`src/rtl/fpb_pkg.sv`:
```
package fpb_pkg;

  // ==========================================================
  // Register map, byte addresses
  localparam logic [7:0] ADR_CTRL      = 8'h00;
  localparam logic [7:0] ADR_STATE     = 8'h04;
  localparam logic [7:0] ADR_PROT_SEL  = 8'h08;
  localparam logic [7:0] ADR_PROT_DATA = 8'h0C;
  localparam logic [7:0] ADR_IRQ_STAT  = 8'h10;
  localparam logic [7:0] ADR_IRQ_CLR   = 8'h14;
  localparam logic [7:0] ADR_IRQ_EN    = 8'h18;

  // ==========================================================
  // Field positions and reset values
  localparam int CTRL_EN_BIT    = 0;
  localparam int ST_BUSY_BIT    = 2;
  localparam int ST_MOD_BIT     = 3;
  localparam int ST_VALID_BIT   = 4;
  localparam int ST_GUARD_BIT   = 5;
  localparam int ST_PAGE_LSB    = 8;
  localparam logic CTRL_EN_RST  = 1'b1;
  localparam logic [3:0] IRQ_EN_RST = 4'h0;

  // Interrupt event bits.
  localparam int IRQ_DONE   = 0;
  localparam int IRQ_SINGLE = 1;
  localparam int IRQ_DOUBLE = 2;
  localparam int IRQ_CONFL  = 3;

  // ==========================================================
  // Outcome codes
  localparam logic [1:0] STAT_OK       = 2'h0;
  localparam logic [1:0] STAT_CORR     = 2'h1;
  localparam logic [1:0] STAT_UNCORR   = 2'h2;
  localparam logic [1:0] STAT_CONFLICT = 2'h3;

  // ==========================================================
  // Command sequencer states
  typedef enum logic [3:0] {
    ST_IDLE   = 4'h1,
    ST_DECIDE = 4'h2,
    ST_COPY   = 4'h4,
    ST_FINISH = 4'h8
  } fpb_state_t;

endpackage

```
`src/rtl/fpb_page_ops.sv`:
```
`timescale 1ns/1ps
module fpb_page_ops
  import fpb_pkg::*;
#(
  parameter int PAGE_W = 8
)
(
  // Clock, reset, enable
  input  wire logic              clk,
  input  wire logic              nrst,
  input  wire logic              ce,
  // Avalon-MM slave
  input  wire logic [7:0]        avs_address,
  input  wire logic              avs_read,
  input  wire logic              avs_write,
  input  wire logic [31:0]       avs_writedata,
  input  wire logic [3:0]        avs_byteenable,
  output logic [31:0]            avs_readdata,
  output logic                   avs_waitrequest,
  // Fabric command port
  input  wire logic              unprotect_request,
  input  wire logic              discard_request,
  input  wire logic [PAGE_W-1:0] page_addr,
  input  wire logic              buffer_keep_guard,
  input  wire logic              buf_write,
  output logic                   busy,
  output logic [1:0]             status,
  output logic                   cmd_done,
  // Flash array copy port
  output logic                   arr_copy_req,
  output logic [PAGE_W-1:0]      arr_copy_page,
  input  wire logic              arr_copy_done,
  input  wire logic              arr_ecc_single,
  input  wire logic              arr_ecc_double,
  // Interrupt
  output logic                   irq
);

  localparam int PAGES = 1 << PAGE_W;

  function automatic logic hit(input logic [7:0] a, input logic [7:0] r);
    return a == r;
  endfunction

  // ==========================================================
  // Declarations
  fpb_state_t        state_reg;
  logic [PAGE_W-1:0] cmd_page_reg;
  logic [PAGE_W-1:0] buf_page_reg;
  logic              buf_valid_reg;
  logic              modified_reg;
  logic [1:0]        status_reg;
  logic              done_reg;
  logic              copy_req_reg;
  logic              ctrl_en_reg;
  logic [PAGE_W-1:0] prot_sel_reg;
  logic              prot_mem [PAGES];
  logic [3:0]        irq_stat_reg;
  logic [3:0]        irq_en_reg;
  logic [3:0]        irq_ev;
  logic              ack_reg;
  logic [31:0]       rdata_reg;
  logic              wr_take;
  logic              rd_take;
  logic              start_unprot;
  logic              start_discard;
  logic              page_hit;
  logic              conflict;
  logic              copy_blocked;

  assign start_unprot  = ce && state_reg == ST_IDLE && ctrl_en_reg && unprotect_request;
  assign start_discard = ce && state_reg == ST_IDLE && ctrl_en_reg && discard_request
                         && !unprotect_request;
  assign page_hit      = buf_valid_reg && buf_page_reg == cmd_page_reg;
  // The guard blocks the copy only when the buffer is valid; only a modified one is a conflict.
  assign copy_blocked  = buf_valid_reg && buffer_keep_guard;
  assign conflict      = copy_blocked && modified_reg;

  // ==========================================================
  // Bus slave: one wait cycle, then the answer
  // The answer is held back while ce is low, so a frozen write is never lost.
  assign avs_waitrequest = (avs_read || avs_write) && !(ack_reg && ce);
  assign wr_take         = ce && avs_write && ack_reg && avs_byteenable[0];
  assign rd_take         = ce && avs_read && !ack_reg;
  assign avs_readdata    = rdata_reg;

  always_ff @(posedge clk)
  begin
    if (!nrst)
      ack_reg <= 1'b0;
    else if (ce)
      ack_reg <= (avs_read || avs_write) && !ack_reg;
  end

  always_ff @(posedge clk)
  begin
    if (!nrst)
      rdata_reg <= 32'h0000_0000;
    else if (rd_take)
    begin
      rdata_reg <= 32'h0000_0000;
      if (hit(avs_address, ADR_CTRL))
        rdata_reg[CTRL_EN_BIT] <= ctrl_en_reg;
      else if (hit(avs_address, ADR_STATE))
      begin
        rdata_reg[1:0]          <= status_reg;
        rdata_reg[ST_BUSY_BIT]  <= busy;
        rdata_reg[ST_MOD_BIT]   <= modified_reg;
        rdata_reg[ST_VALID_BIT] <= buf_valid_reg;
        rdata_reg[ST_GUARD_BIT] <= buffer_keep_guard;
        rdata_reg[ST_PAGE_LSB +: PAGE_W] <= buf_page_reg;
      end
      else if (hit(avs_address, ADR_PROT_SEL))
        rdata_reg[PAGE_W-1:0] <= prot_sel_reg;
      else if (hit(avs_address, ADR_PROT_DATA))
        rdata_reg[0] <= prot_mem[prot_sel_reg];
      else if (hit(avs_address, ADR_IRQ_STAT))
        rdata_reg[3:0] <= irq_stat_reg;
      else if (hit(avs_address, ADR_IRQ_EN))
        rdata_reg[3:0] <= irq_en_reg;
    end
  end

  always_ff @(posedge clk)
  begin
    if (!nrst)
    begin
      ctrl_en_reg  <= CTRL_EN_RST;
      prot_sel_reg <= '0;
      irq_en_reg   <= IRQ_EN_RST;
    end
    else if (wr_take)
    begin
      if (hit(avs_address, ADR_CTRL))
        ctrl_en_reg <= avs_writedata[CTRL_EN_BIT];
      if (hit(avs_address, ADR_PROT_SEL))
        prot_sel_reg <= avs_writedata[PAGE_W-1:0];
      if (hit(avs_address, ADR_IRQ_EN))
        irq_en_reg <= avs_writedata[3:0];
    end
  end

  // ==========================================================
  // Page protection bits
  // The command's clear takes priority over a software write in the same cycle.
  always_ff @(posedge clk)
  begin
    if (!nrst)
    begin
      for (int i = 0; i < PAGES; i++)
        prot_mem[i] <= 1'b0;
    end
    else if (start_unprot)
      prot_mem[page_addr] <= 1'b0;
    else if (wr_take && hit(avs_address, ADR_PROT_DATA))
      prot_mem[prot_sel_reg] <= avs_writedata[0];
  end

  // ==========================================================
  // Command sequencer
  always_ff @(posedge clk)
  begin
    if (!nrst)
      state_reg <= ST_IDLE;
    else if (ce)
    begin
      case (state_reg)
        ST_IDLE:
          if (start_unprot)
            state_reg <= ST_DECIDE;
          else if (start_discard)
            state_reg <= ST_FINISH;
        ST_DECIDE:
          if (page_hit || copy_blocked)
            state_reg <= ST_FINISH;
          else
            state_reg <= ST_COPY;
        ST_COPY:
          if (arr_copy_done)
            state_reg <= ST_FINISH;
        ST_FINISH:
          state_reg <= ST_IDLE;
        default:
          state_reg <= ST_IDLE;
      endcase
    end
  end

  always_ff @(posedge clk)
  begin
    if (!nrst)
      cmd_page_reg <= '0;
    else if (start_unprot)
      cmd_page_reg <= page_addr;
  end

  // Copy request is a level held until the array reports completion.
  always_ff @(posedge clk)
  begin
    if (!nrst)
      copy_req_reg <= 1'b0;
    else if (ce)
    begin
      if (state_reg == ST_DECIDE && !page_hit && !copy_blocked)
        copy_req_reg <= 1'b1;
      else if (state_reg == ST_COPY && arr_copy_done)
        copy_req_reg <= 1'b0;
    end
  end

  always_ff @(posedge clk)
  begin
    if (!nrst)
    begin
      buf_page_reg  <= '0;
      buf_valid_reg <= 1'b0;
    end
    else if (ce && state_reg == ST_COPY && arr_copy_done)
    begin
      // Even an uncorrectable copy leaves its data in the buffer.
      buf_page_reg  <= cmd_page_reg;
      buf_valid_reg <= 1'b1;
    end
  end

  // Fabric writes into the buffer win over a discard in the same cycle.
  always_ff @(posedge clk)
  begin
    if (!nrst)
      modified_reg <= 1'b0;
    else if (ce)
    begin
      if (buf_write)
        modified_reg <= 1'b1;
      else if (start_discard)
        modified_reg <= 1'b0;
      else if (state_reg == ST_COPY && arr_copy_done)
        modified_reg <= 1'b0;
    end
  end

  always_ff @(posedge clk)
  begin
    if (!nrst)
      status_reg <= STAT_OK;
    else if (ce)
    begin
      if (start_discard)
        status_reg <= STAT_OK;
      else if (state_reg == ST_DECIDE && !page_hit && conflict)
        status_reg <= STAT_CONFLICT;
      else if (state_reg == ST_DECIDE && (page_hit || copy_blocked))
        status_reg <= STAT_OK;
      else if (state_reg == ST_COPY && arr_copy_done)
      begin
        if (arr_ecc_double)
          status_reg <= STAT_UNCORR;
        else if (arr_ecc_single)
          status_reg <= STAT_CORR;
        else
          status_reg <= STAT_OK;
      end
    end
  end

  always_ff @(posedge clk)
  begin
    if (!nrst)
      done_reg <= 1'b0;
    else if (ce)
      done_reg <= state_reg == ST_FINISH;
  end

  assign busy          = state_reg != ST_IDLE;
  assign status        = status_reg;
  assign cmd_done      = done_reg;
  assign arr_copy_req  = copy_req_reg;
  assign arr_copy_page = cmd_page_reg;

  // ==========================================================
  // Interrupts: sticky events, set wins over clear
  always_comb
  begin
    irq_ev             = 4'h0;
    irq_ev[IRQ_DONE]   = ce && state_reg == ST_FINISH;
    irq_ev[IRQ_SINGLE] = ce && state_reg == ST_COPY && arr_copy_done && arr_ecc_single && !arr_ecc_double;
    irq_ev[IRQ_DOUBLE] = ce && state_reg == ST_COPY && arr_copy_done && arr_ecc_double;
    irq_ev[IRQ_CONFL]  = ce && state_reg == ST_DECIDE && !page_hit && conflict;
  end

  always_ff @(posedge clk)
  begin
    if (!nrst)
      irq_stat_reg <= 4'h0;
    else if (wr_take && hit(avs_address, ADR_IRQ_CLR))
      irq_stat_reg <= (irq_stat_reg & ~avs_writedata[3:0]) | irq_ev;
    else
      irq_stat_reg <= irq_stat_reg | irq_ev;
  end

  assign irq = |(irq_stat_reg & irq_en_reg);
endmodule

```
`config.mk`:
```
export PLATFORM = sky130hd
export DESIGN_NAME = fpb_page_ops
export DESIGN_NICKNAME = d
export VERILOG_FILES = /design/src/rtl/fpb_pkg.sv /design/src/rtl/fpb_page_ops.sv
export SDC_FILE = /design/constraint.sdc
export NUM_CORES = 1
export LEC_CHECK = 0
export CORE_AREA = 2 2 191 193
export DETAILED_ROUTE_END_ITERATION = 7
export DIE_AREA = 0 0 193 195
export DONT_BUFFER_PORTS = 1
export HOLD_SLACK_MARGIN = 0.02
export PLACE_DENSITY = 0.63
export SYNTH_ARGS = -nofsm -noshare
export SYNTH_HDL_FRONTEND = slang
export SYNTH_SLANG_ARGS = --single-unit
```
`constraint.sdc`:
```
create_clock -name clk -period 5.6 [get_ports clk]
set_input_delay 0.84 -clock clk [delete_from_list [all_inputs] [get_ports clk]]
set_output_delay 0.84 -clock clk [all_outputs]
set_load 0.01 [all_outputs]
```
==> results.md <==
- DP Cell Count: 1941
- Yosys Warn Count: 0
- H-Tree Depth: 2
- Hold_sp: nrst
- Sequential cell area: 0.006491 mm2
- First-pass GRT wire length: 66.72 mm
- Avg Inst Size Synth: 9.677 um2
- DR WL met3: 3.126 mm
- Setup TNS: 0 ps
- Crit-path max cell delay: 750 ps
- Total GRT Usage: 22.50%
- Clk Latency, worst-skew pair: 510 ps
- RSZ-0062 raised after global routing: no
- Slew HR: 6.791%
- Clock Tree Buf Depth: 3
- Reg2Reg Depth: 8
- Sequential power share: 48.6%
- Final Cycle Share: 73.26%
- Ports: 111
- Arr. time, crit path: 4450 ps
- Post-CTS setup buffers: 0
- Die height: 195 um
- Vias in the first global route: 11572
- Worst slew pin tran: 1398 ps
- Hpwl dp: 25.97 mm
- CTS tree: yes
- Pwr dens: 282.9 mW/mm2
- CTS sink count: 324
- Top reg by flops: prot_mem
- Multi-input logic area: 0.008422 mm2
- R2R Path End: prot_mem[17]$_DFF_P_
- Cts bufs inserted: 36
- Crit start category: flop
- Clock power share: 48.8%
- Max FFs per register: 256
- Max-slew violation count: 0
- Yosys top cell by area: dfxtp_1
- MaxCap Viol Count: 0
- Worst path required time: 5950 ps
- Routed len/inst: 21.54 um
- R2r setup slk: 1500 ps
- Crit path kind: flop to flop
- Die W: 193 um
- Vias: 12313
- Status: finished clean
- Pint: 3743 uW
- Worst hold slack: 440.1 ps
- Final wirelength: 43.19 mm
- Placed instance area: 0.01575 mm2
- Share of layout cells above drive strength 1: 10.69%
- Gr ovfl total: 0
- Number of synthesized flops with an enable pin: 0
- Initial core utilization: 44.62%
- First drt pass iteration count: 5
- Fin area: 0.01691 mm2
- Routability congestion estimate: 0.9042
- Hold buffers post-CTS: 0
- Max Freq: 0.2438 GHz
- Ranking of synthesized cells by area: dfxtp_1 41%, o211ai_1 9.1%, o31ai_1 9.0%
- DRC viols: 0
- Hold Crit Class: primary input to flop
- Reg clk slew, reported paths: 60 ps
- Mapped cell area: 0.01579 mm2
- FF+latch count, synth: 324
- Synth top area share: 41.07%
- Layout Cells excl Fill: 2005
- Die area: 0.03764 mm2
- DR iter-0 viols: 1188
- CP Cell Sequence: nor4b_4, inv_2, or3_1, nand3_4, mux2i_1, nand2_1, o211ai_1, o31ai_1
- Final setup fails: 0
- Initial antenna violation count: 0
- P_sw: 1041 uW
- Crit Path Max Fanout: 26
- Nets@finish: 1582
- CP max-delay cell: nand2_1
- Worst r2r src: state_reg[3]$_SDFFE_PN0P_
- Hold depth: 1
- Post_cts resized: 0
- Max IR drop VDD: 0.2110 mV
- Async SR Flop Fraction: 0%
- Logic pwr share: 2.6%
- Synthesis-to-finish area growth: 7.075%
- Critical Path End Type: flop
- Clock Tree Root: clkbuf_16
- Hold violation total from the final report: 0
- Mapped Cells: 1632
- Largest net degree at the start of global routing: 322
- Leakage power: 0.005685 uW
- Met2 wire length: 19.91 mm
- Hold endpoint: ctrl_en_reg$_SDFFE_PN1P_
- I/O Buffers: 0
- Diode count: 0
- Switching share of power: 21.76%
- Core area: 0.03540 mm2
- Skew final: 11.96 ps
- Row cnt: 69
- Fillcell total: 3308
- Synth Flop Type: dfxtp_1
- Crit path time final: 4103 ps
- Register area share after synthesis: 41.07%
- Post-route ant nets: 0
- Post-synth cell types: 64
- WL met1: 18.60 mm
- Max Used Layer: met4
- DR vias/cell: 6.141
==> placed cells by master, fill, tap and decap left out, types with 11 or more instances in the layout <==
| cell | count |
|---|---|
| nor2b_1 | 46 |
| or3_1 | 14 |
| clkbuf_16 | 37 |
| mux4_2 | 51 |
| a21oi_1 | 11 |
| nor2_1 | 48 |
| o211ai_1 | 191 |
| a22oi_1 | 38 |
| nand2_1 | 204 |
| conb_1 | 16 |
| nand3_1 | 23 |
| a21boi_0 | 27 |
| mux2i_1 | 139 |
| o31ai_1 | 190 |
| clkbuf_1 | 13 |
| buf_4 | 28 |
| nand2b_1 | 15 |
| dfxtp_1 | 322 |
==> power by group through the flow <==
stage | logic, uW | registers (uW) | clock network [uW]
final | 126 | 2320 | 2330
after global placement | 123 | 2370 | 0
after floorplan | 134 | 2370 | 0
after detailed placement | 124 | 2370 | 0
after global routing | 138 | 2320 | 2470
after CTS | 125 | 2320 | 2380
==> per-stage QoR <==
stage	setup WS (ps)	utilization [%]	power, uW
after floorplan	2213	-	2505
after detailed placement	1297	44.50	2498
after CTS	1595	47.77	4824
after global placement	1356	44.50	2496
final	1497	47.77	4784
after global routing	1237	47.77	4931
==> critical path, delay by kind of cell, from the launching register on <==
family                 cells  cell delay (ps)
and+or+nand+nor            4             2230
muxes                      1              630
AOI/OAI and AO/OA          2              540
DFF                        1              380
buffers and inverters      1              130
==> routing by layer <==
| layer | track usage (%) | up-vias |
|---|---|---|
| met3 | 4.277 | 83 |
| met1 | 30.32 | 5939 |
| met2 | 35.86 | 405 |
| met4 | 8.221 | 0 |
| li1 | - | 5886 |
| met5 | 0 | - |
==> cells by family after synthesis <==
family                    synth area share (%)
DFF                                      41.07
buffers and inverters                    5.998
and+or+nand+nor                          12.54
muxes                                    17.10
other                                  0.02375
AOI/OAI and AO/OA                        22.77
xor gates and xnor gates                0.4992
==> cells in the mapped netlist (all sizes together), types with 4 or more instances <==
cell type    n
a21boi      27
nor2        48
xor2         7
or3         14
nand3b       5
nand2      209
clkbuf     109
mux2        12
mux4        51
nand2b      15
o22ai        4
nor3        11
a21oi       11
nand4        9
a22oi       38
o21ai       10
inv          8
buf         87
o31ai      190
o211ai     191
mux2i      140
dfxtp      324
nand3       24
nor2b       46
==> final cells by class <==
type	count	share of cell area (%)
Multi-Input combinational cell	1119	49.80
Sequential cell	324	38.39
Clock buffer	56	6.252
Tap cell	461	3.411
Timing Repair Buffer	29	1.361
Clock inverter	8	0.6067
Inverter	8	0.1776
==> how the worst max path moves through the flow <==
stage / to / start / slack, ps
after floorplan: prot_mem[119]$_DFF_P_ / avs_address[7] / 2210
after global placement: prot_mem[16]$_DFF_P_ / avs_address[7] / 1360
after detailed placement: prot_mem[17]$_DFF_P_ / avs_address[7] / 1300
after CTS: prot_mem[17]$_DFF_P_ / state_reg[3]$_SDFFE_PN0P_ / 1600
after global routing: prot_mem[17]$_DFF_P_ / state_reg[3]$_SDFFE_PN0P_ / 1240
final: prot_mem[17]$_DFF_P_ / state_reg[3]$_SDFFE_PN0P_ / 1500
No activity file was read; power rests on OpenSTA's default activity.
